### config.mk
export PLATFORM = sky130hd
export DESIGN_NAME = kslm_scanner
export DESIGN_NICKNAME = d
export VERILOG_FILES = /design/src/design/kslm_pkg.sv /design/src/design/kslm_settle_timer.sv /design/src/design/kslm_scanner.sv
export VERILOG_INCLUDE_DIRS = /design/src /design/src/design
export SDC_FILE = /design/constraint.sdc
export NUM_CORES = 1
export LEC_CHECK = 0
export ABC_AREA = 1
export BUFFER_PORTS_ARGS = -buffer_cell sky130_fd_sc_hd__buf_2
export CAP_MARGIN = 10
export CORE_MARGIN = 2
export CORE_UTILIZATION = 46
export DETAILED_ROUTE_END_ITERATION = 12
export MAX_ROUTING_LAYER = met4
export PLACE_DENSITY = 0.65
export SLEW_MARGIN = 10
export SYNTH_ARGS = -nofsm -noshare
export SYNTH_HDL_FRONTEND = slang
export SYNTH_SLANG_ARGS = --single-unit
### constraint.sdc
create_clock -name pclk -period 3.3 [get_ports pclk]
set_input_delay 0.33 -clock pclk [delete_from_list [all_inputs] [get_ports pclk]]
set_output_delay 0.33 -clock pclk [all_outputs]
set_load 0.02 [all_outputs]
### src/design/kslm_regs.svh
// Register offsets, field positions, reset values and timing counts of the matrix scanner
// Functional notes
// (RULE1) Phase high: both column groups read keys
// (RULE2) Phase low: read switches, drive LEDs
// (RULE3) Three row bits select eight rows
// (RULE4) Row value also selects slider channel
// (RULE5) Fourth row bit: 176 switches, 16 sliders
// (RULE6) Break columns give first key contact
// (RULE7) First contact polarity configurable by wiring
// (RULE8) Make columns give second contact, key-on
// (RULE9) Second contact diode polarity configurable
// (RULE10) Switch phase stores break columns per row
// (RULE11) Switch phase drives row's LED pattern
// (RULE12) Slider voltage converted as row reading
// (RULE13) Fourth row bit replaces pin zero function
// (RULE14) Cycle rows, settle before sampling
// (RULE15) Each row gets both phases; in row mode rows 8 to 15 get the switch phase only
`ifndef KSLM_REGS_SVH
`define KSLM_REGS_SVH

// Register byte offsets
`define KSLM_CTRL_OFS 12'h000
`define KSLM_GPIO_OFS 12'h004
`define KSLM_STAT_OFS 12'h008
`define KSLM_KBRK_OFS 12'h040
`define KSLM_KMAK_OFS 12'h060
`define KSLM_SWIT_OFS 12'h080
`define KSLM_LED_OFS 12'h0C0
`define KSLM_SLID_OFS 12'h100

// Control fields
`define KSLM_CTRL_EN 0
`define KSLM_CTRL_ROW4 1
`define KSLM_CTRL_BRK_NO 2
`define KSLM_CTRL_BRK_CC 3
`define KSLM_CTRL_MAK_CC 4
`define KSLM_CTRL_RST 5'h00

// General pin zero fields
`define KSLM_GPIO_OUT 0
`define KSLM_GPIO_DRV 1
`define KSLM_GPIO_IN 2
`define KSLM_GPIO_RST 2'h0

// Status fields
`define KSLM_STAT_ROW 0
`define KSLM_STAT_PHASE 4
`define KSLM_STAT_BUSY 5
`define KSLM_STAT_FRAME 8

// Row settle time
`define KSLM_CLK_NS 50
`define KSLM_SETTLE_NS 1000
`define KSLM_SETTLE_CYC ((`KSLM_SETTLE_NS + `KSLM_CLK_NS - 1) / `KSLM_CLK_NS)

`endif

### src/design/kslm_pkg.sv
// Types shared by the matrix scanner files
package kslm_pkg;
  typedef logic [10:0] kslm_col_t;
  typedef logic [7:0] kslm_slider_t;
  // Gray coded along the scan path of the lower eight rows
  typedef enum logic [2:0] {
    KSLM_IDLE = 3'h0,
    KSLM_KEY_WAIT = 3'h1,
    KSLM_KEY_SAMP = 3'h3,
    KSLM_SW_WAIT = 3'h2,
    KSLM_SW_SAMP = 3'h6,
    KSLM_CONV = 3'h7,
    KSLM_NEXT = 3'h5
  } kslm_state_t;
endpackage : kslm_pkg

### src/design/kslm_settle_timer.sv
// Row settle timer: one-cycle done pulse a fixed time after start
`timescale 1ns/1ns
`include "kslm_regs.svh"
module kslm_settle_timer (
  // Clock and reset
  input wire logic pclk,
  input wire logic presetn,
  // Control
  input wire logic start,
  output logic done
);
  localparam logic [7:0] SETTLE_CYC = 8'(`KSLM_SETTLE_CYC);

  logic [7:0] cnt_q;
  logic busy_q;
  logic done_q;

  // Countdown; a restart while busy reloads the full time
  always_ff @(posedge pclk or negedge presetn) begin
    if (!presetn) begin
      cnt_q <= 8'h00;
      busy_q <= 1'b0;
      done_q <= 1'b0;
    end else begin
      done_q <= 1'b0;
      if (start) begin
        cnt_q <= SETTLE_CYC;
        busy_q <= 1'b1;
      end else if (busy_q) begin
        cnt_q <= cnt_q - 8'h01;
        if (cnt_q == 8'h01) begin
          busy_q <= 1'b0;
          done_q <= 1'b1;
        end
      end
    end
  end

  assign done = done_q;
endmodule : kslm_settle_timer

### src/design/kslm_scanner.sv
// Key, switch, LED and slider matrix scanner with APB register access
//
// Chosen here: the register offsets and register access over APB.
`timescale 1ns/1ns
`include "kslm_regs.svh"
module kslm_scanner (
  // Clock and reset
  input wire logic pclk,
  input wire logic presetn,
  // APB slave
  input wire logic psel,
  input wire logic penable,
  input wire logic pwrite,
  input wire logic [11:0] paddr,
  input wire logic [31:0] pwdata,
  output logic [31:0] prdata,
  output logic pready,
  output logic pslverr,
  // Matrix rows and phase
  output logic [2:0] row_select_bus,
  output logic matrix_phase_select,
  // Matrix columns
  input wire logic [10:0] break_columns,
  input wire logic [10:0] make_columns_in,
  output logic [10:0] make_columns_out,
  output logic make_columns_oe_n,
  // General pin zero, carries the extra row bit in row mode
  input wire logic general_pin_zero_in,
  output logic general_pin_zero_out,
  output logic general_pin_zero_oe_n,
  // Slider converter start, done and data
  output logic slider_conv_start,
  input wire logic slider_conv_done,
  input wire logic [7:0] slider_conv_data
);

  // Apply contact wiring polarity: result is 1 for an active contact
  function automatic kslm_pkg::kslm_col_t kslm_polar(input kslm_pkg::kslm_col_t raw, input logic inv);
    kslm_polar = inv ? ~raw : raw;
  endfunction : kslm_polar

  // Index of a word inside a register bank, or all ones when outside it
  function automatic logic [4:0] kslm_bank(input logic [11:0] addr, input logic [11:0] base,
                                           input logic [4:0] words);
    logic [11:0] diff;
    diff = addr - base;
    if (addr >= base && diff[11:2] < {5'h00, words} && diff[1:0] == 2'h0) begin
      kslm_bank = diff[6:2];
    end else begin
      kslm_bank = 5'h1F;
    end
  endfunction : kslm_bank

  // Software state
  logic [4:0] ctrl_q;
  logic [1:0] gpio_q;
  kslm_pkg::kslm_col_t led_q [8];

  // Scan results
  kslm_pkg::kslm_col_t kbrk_q [8];
  kslm_pkg::kslm_col_t kmak_q [8];
  kslm_pkg::kslm_col_t swit_q [16];
  kslm_pkg::kslm_slider_t slid_q [16];

  // Scanner state
  kslm_pkg::kslm_state_t state_q;
  logic [3:0] row_q;
  logic phase_q;
  logic [7:0] frame_q;
  logic settle_start_q;
  logic conv_start_q;
  kslm_pkg::kslm_col_t make_out_q;
  logic make_oe_n_q;
  logic pin_out_q;
  logic pin_oe_n_q;

  // Bus answer
  logic [31:0] prdata_q;
  logic pready_q;
  logic pslverr_q;
  logic [31:0] rd_d;
  logic err_d;

  logic settle_done;
  logic wr_en;
  logic [3:0] last_row;
  logic [3:0] next_row;
  logic brk_inv;
  logic mak_inv;

  // One shared timer serves both phases, since they never settle at once
  kslm_settle_timer u_settle (
    .pclk(pclk),
    .presetn(presetn),
    .start(settle_start_q),
    .done(settle_done)
  );

  // Write takes effect at the completing edge of the access phase
  assign wr_en = psel & penable & pready_q & pwrite & ~pslverr_q;
  // (RULE5) sixteen rows in row mode
  assign last_row = ctrl_q[`KSLM_CTRL_ROW4] ? 4'hF : 4'h7;
  // Compare with >= so leaving row mode inside the upper rows wraps at once
  assign next_row = (row_q >= last_row) ? 4'h0 : row_q + 4'h1;
  // (RULE7) normally open and diode direction
  assign brk_inv = ctrl_q[`KSLM_CTRL_BRK_NO] ^ ctrl_q[`KSLM_CTRL_BRK_CC];
  // (RULE9) make diode direction
  assign mak_inv = ctrl_q[`KSLM_CTRL_MAK_CC];

  // Read decode; unmapped offsets answer with an error and zero data
  always_comb begin
    logic [4:0] ix;
    ix = 5'h1F;
    rd_d = 32'h0000_0000;
    err_d = 1'b0;
    if (paddr == `KSLM_CTRL_OFS) begin
      rd_d[4:0] = ctrl_q;
    end else if (paddr == `KSLM_GPIO_OFS) begin
      rd_d[1:0] = gpio_q;
      rd_d[`KSLM_GPIO_IN] = general_pin_zero_in;
    end else if (paddr == `KSLM_STAT_OFS) begin
      rd_d[`KSLM_STAT_ROW +: 4] = row_q;
      rd_d[`KSLM_STAT_PHASE] = phase_q;
      rd_d[`KSLM_STAT_BUSY] = (state_q != kslm_pkg::KSLM_IDLE);
      rd_d[`KSLM_STAT_FRAME +: 8] = frame_q;
    end else if (kslm_bank(paddr, `KSLM_KBRK_OFS, 5'h08) != 5'h1F) begin
      ix = kslm_bank(paddr, `KSLM_KBRK_OFS, 5'h08);
      rd_d[10:0] = kbrk_q[ix[2:0]];
    end else if (kslm_bank(paddr, `KSLM_KMAK_OFS, 5'h08) != 5'h1F) begin
      ix = kslm_bank(paddr, `KSLM_KMAK_OFS, 5'h08);
      rd_d[10:0] = kmak_q[ix[2:0]];
    end else if (kslm_bank(paddr, `KSLM_SWIT_OFS, 5'h10) != 5'h1F) begin
      ix = kslm_bank(paddr, `KSLM_SWIT_OFS, 5'h10);
      rd_d[10:0] = swit_q[ix[3:0]];
    end else if (kslm_bank(paddr, `KSLM_LED_OFS, 5'h08) != 5'h1F) begin
      ix = kslm_bank(paddr, `KSLM_LED_OFS, 5'h08);
      rd_d[10:0] = led_q[ix[2:0]];
    end else if (kslm_bank(paddr, `KSLM_SLID_OFS, 5'h10) != 5'h1F) begin
      ix = kslm_bank(paddr, `KSLM_SLID_OFS, 5'h10);
      rd_d[7:0] = slid_q[ix[3:0]];
    end else begin
      err_d = 1'b1;
    end
  end

  // APB answer: captured in the setup cycle, so the access phase has no wait
  // Writes read back zero so stale read data never shows in a write access
  always_ff @(posedge pclk or negedge presetn) begin
    if (!presetn) begin
      prdata_q <= 32'h0000_0000;
      pready_q <= 1'b0;
      pslverr_q <= 1'b0;
    end else if (psel && !penable) begin
      prdata_q <= pwrite ? 32'h0000_0000 : rd_d;
      pready_q <= 1'b1;
      pslverr_q <= err_d;
    end else begin
      pready_q <= 1'b0;
      pslverr_q <= 1'b0;
    end
  end

  // Software-written control and LED pattern
  always_ff @(posedge pclk or negedge presetn) begin
    if (!presetn) begin
      ctrl_q <= `KSLM_CTRL_RST;
      gpio_q <= `KSLM_GPIO_RST;
      for (int i = 0; i < 8; i++) begin
        led_q[i] <= 11'h000;
      end
    end else if (wr_en) begin
      if (paddr == `KSLM_CTRL_OFS) begin
        ctrl_q <= pwdata[4:0];
      end
      if (paddr == `KSLM_GPIO_OFS) begin
        gpio_q <= pwdata[1:0];
      end
      if (kslm_bank(paddr, `KSLM_LED_OFS, 5'h08) != 5'h1F) begin
        led_q[paddr[4:2]] <= pwdata[10:0];
      end
    end
  end

  // Scan sequencer
  always_ff @(posedge pclk or negedge presetn) begin
    if (!presetn) begin
      state_q <= kslm_pkg::KSLM_IDLE;
      row_q <= 4'h0;
      phase_q <= 1'b0;
      frame_q <= 8'h00;
      settle_start_q <= 1'b0;
      conv_start_q <= 1'b0;
      make_out_q <= 11'h000;
      make_oe_n_q <= 1'b1;
    end else begin
      settle_start_q <= 1'b0;
      conv_start_q <= 1'b0;
      case (state_q)
        kslm_pkg::KSLM_IDLE: begin
          make_oe_n_q <= 1'b1;
          if (ctrl_q[`KSLM_CTRL_EN]) begin
            // (RULE1) keyboard phase, columns are inputs
            row_q <= 4'h0;
            phase_q <= 1'b1;
            settle_start_q <= 1'b1;
            state_q <= kslm_pkg::KSLM_KEY_WAIT;
          end
        end
        // (RULE14) wait for row settle
        kslm_pkg::KSLM_KEY_WAIT: begin
          if (settle_done) begin
            state_q <= kslm_pkg::KSLM_KEY_SAMP;
          end
        end
        kslm_pkg::KSLM_KEY_SAMP: begin
          // (RULE15) switch to LED phase
          phase_q <= 1'b0;
          // (RULE11) drive row LED pattern
          make_out_q <= led_q[row_q[2:0]];
          make_oe_n_q <= 1'b0;
          settle_start_q <= 1'b1;
          state_q <= kslm_pkg::KSLM_SW_WAIT;
        end
        kslm_pkg::KSLM_SW_WAIT: begin
          if (settle_done) begin
            state_q <= kslm_pkg::KSLM_SW_SAMP;
          end
        end
        kslm_pkg::KSLM_SW_SAMP: begin
          // (RULE12) convert the selected slider
          conv_start_q <= 1'b1;
          state_q <= kslm_pkg::KSLM_CONV;
        end
        // No timeout: a converter that never answers holds the scan on this row
        kslm_pkg::KSLM_CONV: begin
          if (slider_conv_done) begin
            state_q <= kslm_pkg::KSLM_NEXT;
          end
        end
        kslm_pkg::KSLM_NEXT: begin
          if (!ctrl_q[`KSLM_CTRL_EN]) begin
            make_oe_n_q <= 1'b1;
            phase_q <= 1'b0;
            state_q <= kslm_pkg::KSLM_IDLE;
          end else begin
            // (RULE14) step through enabled rows
            row_q <= next_row;
            if (next_row == 4'h0) begin
              frame_q <= frame_q + 8'h01;
            end
            settle_start_q <= 1'b1;
            if (!next_row[3]) begin
              // (RULE15) keyboard phase first
              phase_q <= 1'b1;
              make_oe_n_q <= 1'b1;
              state_q <= kslm_pkg::KSLM_KEY_WAIT;
            end else begin
              // Upper rows carry switches and sliders only, no keys or LEDs
              phase_q <= 1'b0;
              make_out_q <= 11'h000;
              make_oe_n_q <= 1'b0;
              state_q <= kslm_pkg::KSLM_SW_WAIT;
            end
          end
        end
        default: begin
          state_q <= kslm_pkg::KSLM_IDLE;
        end
      endcase
    end
  end

  // Key contact capture, lower eight rows only
  always_ff @(posedge pclk or negedge presetn) begin
    if (!presetn) begin
      for (int i = 0; i < 8; i++) begin
        kbrk_q[i] <= 11'h000;
        kmak_q[i] <= 11'h000;
      end
    end else if (state_q == kslm_pkg::KSLM_KEY_SAMP) begin
      // (RULE6) first contact from break columns
      kbrk_q[row_q[2:0]] <= kslm_polar(break_columns, brk_inv);
      // (RULE8) key-on from make columns
      kmak_q[row_q[2:0]] <= kslm_polar(make_columns_in, mak_inv);
    end
  end

  // Switch capture for every enabled row
  always_ff @(posedge pclk or negedge presetn) begin
    if (!presetn) begin
      for (int i = 0; i < 16; i++) begin
        swit_q[i] <= 11'h000;
      end
    end else if (state_q == kslm_pkg::KSLM_SW_SAMP) begin
      // (RULE10) store switches per row
      swit_q[row_q] <= break_columns;
    end
  end

  // Slider readings, indexed by the row that chose the channel
  always_ff @(posedge pclk or negedge presetn) begin
    if (!presetn) begin
      for (int i = 0; i < 16; i++) begin
        slid_q[i] <= 8'h00;
      end
    end else if (state_q == kslm_pkg::KSLM_CONV && slider_conv_done) begin
      // (RULE12) store as row's slider
      slid_q[row_q] <= slider_conv_data;
    end
  end

  // Pin zero: row bit in row mode, else plain general-purpose pin
  // The row bit follows row_q one cycle late; the settle time covers it
  always_ff @(posedge pclk or negedge presetn) begin
    if (!presetn) begin
      pin_out_q <= 1'b0;
      pin_oe_n_q <= 1'b1;
    end else if (ctrl_q[`KSLM_CTRL_ROW4]) begin
      // (RULE13) alternate function replaces pin
      pin_out_q <= row_q[3];
      pin_oe_n_q <= 1'b0;
    end else begin
      pin_out_q <= gpio_q[`KSLM_GPIO_OUT];
      pin_oe_n_q <= ~gpio_q[`KSLM_GPIO_DRV];
    end
  end

  // Outputs straight from flops
  assign prdata = prdata_q;
  assign pready = pready_q;
  assign pslverr = pslverr_q;
  // (RULE3) three row bits to the matrix
  // (RULE4) shared by keys, switches, sliders
  assign row_select_bus = row_q[2:0];
  // (RULE2) phase low drives LEDs
  assign matrix_phase_select = phase_q;
  assign make_columns_out = make_out_q;
  assign make_columns_oe_n = make_oe_n_q;
  assign general_pin_zero_out = pin_out_q;
  assign general_pin_zero_oe_n = pin_oe_n_q;
  assign slider_conv_start = conv_start_q;

endmodule : kslm_scanner

==> results of run 1 <==
state kept, by name (all words and copies together), names as in the netlist, 11 cells and up:
register and cells:
make_columns_out 11, slid_q 128, kbrk_q 88, swit_q 176, prdata 16, kmak_q 88
led_q 88
cells by family after synthesis:
logic type,count (synthesis),share of synthesized area
and+or+nand+nor,1896,0.2568
muxes,9,0.003092
xor gates and xnor gates,32,0.009112
adders and majority gates,12,0.004881
buffers and inverters,475,0.06618
AOI/OAI and AO/OA,813,0.1431
other,1,0.0001219
DFF,635,0.5167
routing by layer:
metal / vias to the layer above / routed length [µm] / GRT usage
li1: 12820 / - / -
met1: 12960 / 41940 / 0.3859
met2: 940 / 42460 / 0.4252
met3: 204 / 6128 / 0.03973
met4: 0 / 3540 / 0.1078
met5: - / 0 / -
final cells by class:
class / count / share of cell area
Clock inverter: 19 / 0.005071
Sequential cell: 635 / 0.4601
Clock buffer: 104 / 0.06092
Tap cell: 864 / 0.03129
Inverter: 226 / 0.02485
Antenna cell: 4 / 0.0002898
Timing Repair Buffer: 208 / 0.04426
Multi-Input combinational cell: 2778 / 0.3732
worst max-delay path, cell delays in order (launching register included):
cell	delay, ps
dfrtp_1	510
clkinv_1	310
nor3_1	210
buf_4	290
a21oi_1	140
nor2_2	190
nand4_2	260
nor2_1	270
nand3_1	150
nor3_1	190
xor2_1	160
final timing paths:
kind	from	endpoint	slack, ps
max in group asynchronous	presetn	led_q[11]	2160
worst min register to register	frame_q[6]	frame_q[6]	470
worst min-delay path	pwdata[5]	led_q[49]	100
min in group asynchronous	presetn	kbrk_q[64]	250
worst max register to register	row_q[1]	frame_q[7]	530
worst max-delay path	row_q[1]	frame_q[7]	530
per-stage QoR:
stage          std cells  total power, mW
5_1_grt             4836            18.28
6_report            4838            17.60
3_3_place_gp        4708            9.868
3_5_place_dp        4708            9.896
2_1_floorplan       3888            9.283
4_1_cts             4834            17.71
synthesized netlist by cell type, types with 3 or more instances:
library cell / n
clkinv_1: 5
ha_1: 12
clkbuf_1: 141
inv_1: 202
o22ai_1: 14
a211oi_1: 4
mux2i_1: 5
nand3_2: 3
xor2_1: 31
nand4_1: 41
nand2_1: 1309
nor2_4: 7
o21ai_1: 10
buf_1: 10
or2_2: 7
nor2_2: 9
buf_4: 33
nand2_2: 3
buf_2: 59
nor3_2: 3
a31oi_1: 5
o2111ai_1: 7
and3_1: 4
o211ai_1: 32
a32o_1: 8
o221ai_1: 9
nor2_1: 144
inv_2: 17
nor3_1: 23
buf_6: 6
a21oi_1: 75
nand3_1: 332
dfrtp_1: 633
mux2_2: 4
a22oi_1: 13
a221oi_1: 16
nor4_1: 3
o21ai_0: 612
what timing repair did:
item,in CTS,in global routing
resized for setup,0,0
hold endpoints to repair,44,0
hold buffers,3,0
power by group through the flow:
stage | Clock [mW] | Sequential [mW] | Combinational, mW
floorplan | 0 | 8.42 | 0.866
global placement | 0 | 8.45 | 1.42
detailed placement | 0 | 8.45 | 1.44
CTS | 7.95 | 8.32 | 1.45
global route | 8.28 | 8.35 | 1.64
finish | 7.83 | 8.32 | 1.45
==> qor.yml, run 1 <==
grt:
  grt_pass1_vias: 25530
  grt_max_degree: 91
  antenna_found_initial: 2
  gr-total-overflow: 0
  grt_pass1_wl_mm: 148.2
  track_usage: 0.2814
worst_setup_path:
  arrival_ps: 3310
  cp_max_fo: 13
  worstPathRequired_ps: 3840
  endpoint_kind: "flip-flop"
  rr_worst_depth: 10
  worst-setup-path-type: "flip-flop to flip-flop"
  startpoint_type: "flip-flop"
power:
  p_leak_nw: 16.50
  power_frac_seq: 0.473
  clkPwrFrac: 0.445
  irDropWorstVdd_mv: 0.3831
  p_sw_mw: 4.510
  internal_power_mw: 13.09
  switching_share: 0.2563
  comb_power_share: 0.082
  p_per_area_nw_per_um2: 509.4
synth:
  synth_seq_cells: 635
  synth_area_leaders: "dfrtp_1 51%, nand2_1 16%, o21ai_0 10%, nand3_1 5.4%, inv_1 2.5%"
  synth_async_sr_flop_share: 1.000
  netlist_area_um2: 30760
  ys_seq_area_frac: 0.5167
  yosysTopAreaCell: "dfrtp_1"
  synth-main-ff-cell: "dfrtp_1"
  synth_cells: 3873
  ys_types: 54
  yosysTopAreaCellShare: 0.5150
  synth-edff-count: 0
  ys_warn_count: 0
  syn_avg_cell_area_um2: 7.942
finish:
  post-route-util: 0.5236
  nets: 4014
  postLayoutCellArea_um2: 34540
  final_common_cell: "nand2_1"
  drive_gt1_frac: 0.09496
  area.growth.synth_to_final_pct: 12.31
  multiInputGateArea_um2: 12890
  fillers: 6359
  regArea_um2: 15890
  final_cell_mix: "1309 x nand2_1, 633 x dfrtp_1, 612 x o21ai_0"
cts:
  htree_num_levels: 3
  cts_max_path_buffers: 3
  clock-sinks: 635
  cts_tree: "yes"
  clk-insertion-delay-late_ps: 620
  path_clk_slew_ps: 60
  numCtsBuffers: 72
  root_buffer: "clkbuf_16"
  post_cts_buffers: 0
placement:
  pre_cts_ws_ps: 100.7
  portBuffers: 96
  hpwl_mm: 61.35
  placedInstanceArea_um2: 32220
  gp_congestion: 0.9645
floorplanning:
  io_pins: 134
  die_x_um: 262.6
  placementRows: 94
  die_h_um: 262.6
  fp.dieArea_um2: 68950
  initial_core_util: 0.4662
  core_um2: 65980
sta:
  hold_ws_ps: 98.60
  worst_pin_slew_ps: 1133
  fin_skew_ps: 24.43
  setup_tns_ps: 0
  finalSetupViolCount: 0
  finalWorstSetupSlack_ps: 528.2
  fmax_mhz: 360.8
  fin_crit_ps: 2772
  rsz0062_at_grt: "false"
  hold_viol: 0
  slew_headroom: 0.2436
  timing.final.crit_share: 0.8399
  drv_slew: 0
route:
  drt_wl_total_mm: 94.07
  first_iter_violations: 2895
  ant_nets: 0
  dr.pass1.iters: 6
  avgRoutedWirePerCell_um: 19.44
  num_vias: 26920
  vias_per_cell: 5.564
  drcViolationCount: 0
job:
  max_cap_violations: 0
hold_path:
  min_path_type: "primary input to flip-flop"
  min_path_cells: 3
status:
  status: "finished, final reports clean"
Note: power is estimated with default switching activity, not from simulation.
==> run 2, diff against run 1 <==
--- a/config.mk
+++ b/config.mk
@@ -6,7 +6,7 @@
 export SDC_FILE = /design/constraint.sdc
 export NUM_CORES = 1
 export LEC_CHECK = 0
-export ABC_AREA = 1
+export ABC_AREA = 0
 export BUFFER_PORTS_ARGS = -buffer_cell sky130_fd_sc_hd__buf_2
 export CAP_MARGIN = 10
 export CORE_MARGIN = 2
==> constraint.sdc (replaced) <==
create_clock -name pclk -period 2.9 [get_ports pclk]
set_input_delay 0.29 -clock pclk [delete_from_list [all_inputs] [get_ports pclk]]
set_output_delay 0.29 -clock pclk [all_outputs]
set_load 0.02 [all_outputs]
==> qor.yml, run 2 <==
synth:
  netlist_area_um2: 30480  # -0.89%
  synthMuxAreaShare: 0.2461  # +0.2430
  synth-edff-count: 0  # unchanged
  ys_warn_count: 0  # unchanged
  synth-simple-area-share: 0.08357  # -0.1732
  synth-main-ff-cell: "dfrtp_1"
  synth_cells: 2558  # -34%
  yosysTopAreaCellShare: 0.5196  # +0.004629
  synth_compound_area_frac: 0.09888  # -0.04423
  ys_seq_area_frac: 0.5213  # +0.004644
  synth_async_sr_flop_share: 1.000  # unchanged
  synth_top_family_by_area: "multiplexers"
  yosysTopAreaCell: "dfrtp_1"
  synth-xor-area-share: 0.01235  # +0.003242
  synth_area_leaders: "dfrtp_1 52%, mux2_2 16%, mux4_2 6.2%, nand2_1 3.9%, o21ai_0 3.9%"
  synth_seq_cells: 635  # unchanged
  synthAdderAreaFrac: 0.005254  # +0.0003722
  yosysMostFrequentCell: "dfrtp_1"
  syn_avg_cell_area_um2: 11.92  # +50%
  ys_types: 80  # +48%
  synth_top_cells_by_count: "633 x dfrtp_1, 428 x mux2_2, 317 x nand2_1"
power:
  clkPwrFrac: 0.475  # +0.030
  power.total_mw: 18.93  # +7.6%
  comb_power_share: 0.054  # -0.028
  power_frac_seq: 0.471  # -0.002
  p_sw_mw: 4.477  # -0.73%
  switching_share: 0.2365  # -0.01983
  p_leak_nw: 16.55  # +0.32%
  p_per_area_nw_per_um2: 534.8  # +5.0%
  irDropWorstVdd_mv: 0.3872  # +1.1%
  internal_power_mw: 14.46  # +10%
finish:
  largest_register_ffs: 176  # unchanged
  final_common_cell: "dfrtp_1"
  reg_top3: "swit_q: 176 flops, slid_q: 128 flops"
  nets: 2844  # -29%
  fillers: 5585  # -12%
  regArea_um2: 15890  # about the same
  multiInputGateArea_um2: 13660  # +5.9%
  final_cell_mix: "632 x dfrtp_1, 428 x mux2_2, 317 x nand2_1"
  area.growth.synth_to_final_pct: 16.13
  final_cells: 3671  # -24%
  regMostFlops: "swit_q"
  post-route-util: 0.5394  # +0.01585
  drive_gt1_frac: 0.3358  # +0.2409
route:
  vias_per_cell: 6.014  # +8.1%
  num_vias: 22080  # -18%
  avgRoutedWirePerCell_um: 25.50  # +31%
  drcViolationCount: 0  # unchanged
  drt_wl_total_mm: 93.60  # -0.50%
  first_iter_violations: 1862  # -36%
  ant_nets: 0  # unchanged
  dr.pass1.iters: 7  # +1
worst_setup_path:
  cp_cell_sequence: "buf_2 -> or4_4 -> or4_4 -> nor2_1 -> o2111ai_1 -> nand3_1 -> a211oi_1 -> nor4_1"
  rr_endpoint: "slid_q[66]"
  cp_max_fo: 10  # -3
  cpMostUsedCell: "or4_4"
  cpPeakStageDelay_ps: 640  # +130 ps
  worst-setup-path-type: "primary input to flip-flop"
  rrSetupSlack_ps: 430  # -100 ps
  endpoint_kind: "flip-flop"
  worstPathRequired_ps: 3410  # -430 ps
  rr_worst_depth: 4  # -6
  cpMaxStageDelayCell: "or4_4"
  cp-startpoint: "paddr[1]"
  endpoint: "prdata[7]"
  worstReg2RegStart: "state_q[0]"
  arrival_ps: 3070  # -240 ps
  startpoint_type: "primary input"
cts:
  clk-insertion-delay-late_ps: 640  # +20 ps
  path_clk_slew_ps: 60  # about the same
  htree_num_levels: 3  # unchanged
  cts_max_path_buffers: 3  # unchanged
  cts_tree: "yes"
  clock-sinks: 635  # unchanged
  post_cts_buffers: 0  # unchanged
  root_buffer: "clkbuf_16"
  numCtsBuffers: 70  # -2.8%
  ctsResizeCount: 0  # unchanged
grt:
  grt_max_degree: 97  # +6.6%
  gr-total-overflow: 0  # unchanged
  grt_pass1_wl_mm: 142.5  # -3.9%
  antenna_found_initial: 2  # unchanged
  grt_pass1_vias: 22680  # -11%
  track_usage: 0.2868  # +0.005380
placement:
  gp_congestion: 0.9693  # +0.50%
  hpwl_mm: 65.47  # +6.7%
  dp.cells: 3534  # -25%
  portBuffers: 96  # unchanged
floorplanning:
  core_um2: 65630  # -0.53%
  placementRows: 94  # unchanged
  fp.dieArea_um2: 68350  # -0.88%
  die_h_um: 261.4  # -0.44%
  io_pins: 134  # unchanged
  die_x_um: 261.4  # -0.44%
  initial_core_util: 0.4645  # -0.001669
sta:
  worst_pin_slew_ps: 828.6  # -304.8 ps
  drv_slew: 0  # unchanged
  fmax_mhz: 391.4
  finalSetupViolCount: 0  # unchanged
  rsz0062_at_grt: "false"
  fin_skew_ps: 31.37  # +6.938 ps
  fin_crit_ps: 2555
  hold_viol: 0  # unchanged
  timing.final.crit_share: 0.8810
  setup_tns_ps: 0  # unchanged
  slew_headroom: 0.4476  # +0.2040
hold_path:
  min_path_cells: 2  # -1
  min_path_type: "primary input to flip-flop"
status:
  status: "finished, final reports clean"
job:
  max_cap_violations: 0  # unchanged
==> run 2: through the flow <==
step | hold slack, ps | cell area [µm²] | worst slack (ps)
after floorplan | -5.591 | 30540 | 203.8
after global placement | 330.9 | 32980 | -243.3
after detailed placement | 343.8 | 32980 | -209.3
after CTS | 2.697 | 35400 | 435.0
after global routing | 22.38 | 35400 | 311.0
final | 42.55 | 35400 | 345.2
==> run 2: cell families after synthesis <==
logic type	after synthesis
DFF	635
xor gates and xnor gates	43
and+or+nand+nor	568
muxes	591
AOI/OAI and AO/OA	484
other	1
adders and majority gates	13
buffers and inverters	223
==> run 2: power by group through the flow <==
| stage | Clock [mW] | Sequential, mW | Combinational [mW] |
|---|---|---|---|
| global placement | 0 | 9.07 | 0.993 |
| detailed placement | 0 | 9.07 | 1.01 |
| CTS | 9.13 | 8.91 | 1.02 |
| floorplan | 0 | 9.07 | 0.438 |
| finish | 9.00 | 8.91 | 1.02 |
| global route | 9.50 | 8.91 | 1.10 |
==> run 2: worst min-delay path by stage <==
stage               startpoint  slack (ps)         end
CTS                  pwdata[6]           3   led_q[17]
detailed placement     presetn         340   led_q[82]
finish               pwdata[3]          40   led_q[58]
global route         pwdata[6]          20   led_q[17]
floorplan              presetn          -6   ctrl_q[0]
global placement       presetn         330  prdata[15]
==> run 2: what timing repair did <==
item                                   CTS  global route
setup endpoints to repair                0             0
endpoints found under the hold margin  100             0
hold buffers                             9             0
==> run 2: cell type report <==
class | count | share of cell area
antenna | 2 | 0.0001414
tap | 864 | 0.03054
clock buffer | 105 | 0.05860
clock inverter | 21 | 0.007069
sequential | 635 | 0.4490
timing repair buffer | 310 | 0.06677
inverter | 19 | 0.002015
multi-input combinational | 1715 | 0.3859
==> run 2: critical path, delay by kind of cell <==
kind,cells,cell delay (ps)
simple gates,5,2200
compound gates,2,460
buf+inv,1,100
==> run 2: routing by layer <==
metal | global-route usage | wire length, µm
met1 | 0.3728 | 39390
met2 | 0.4480 | 44380
met3 | 0.05478 | 6311
met4 | 0.1075 | 3516
met5 | - | 0
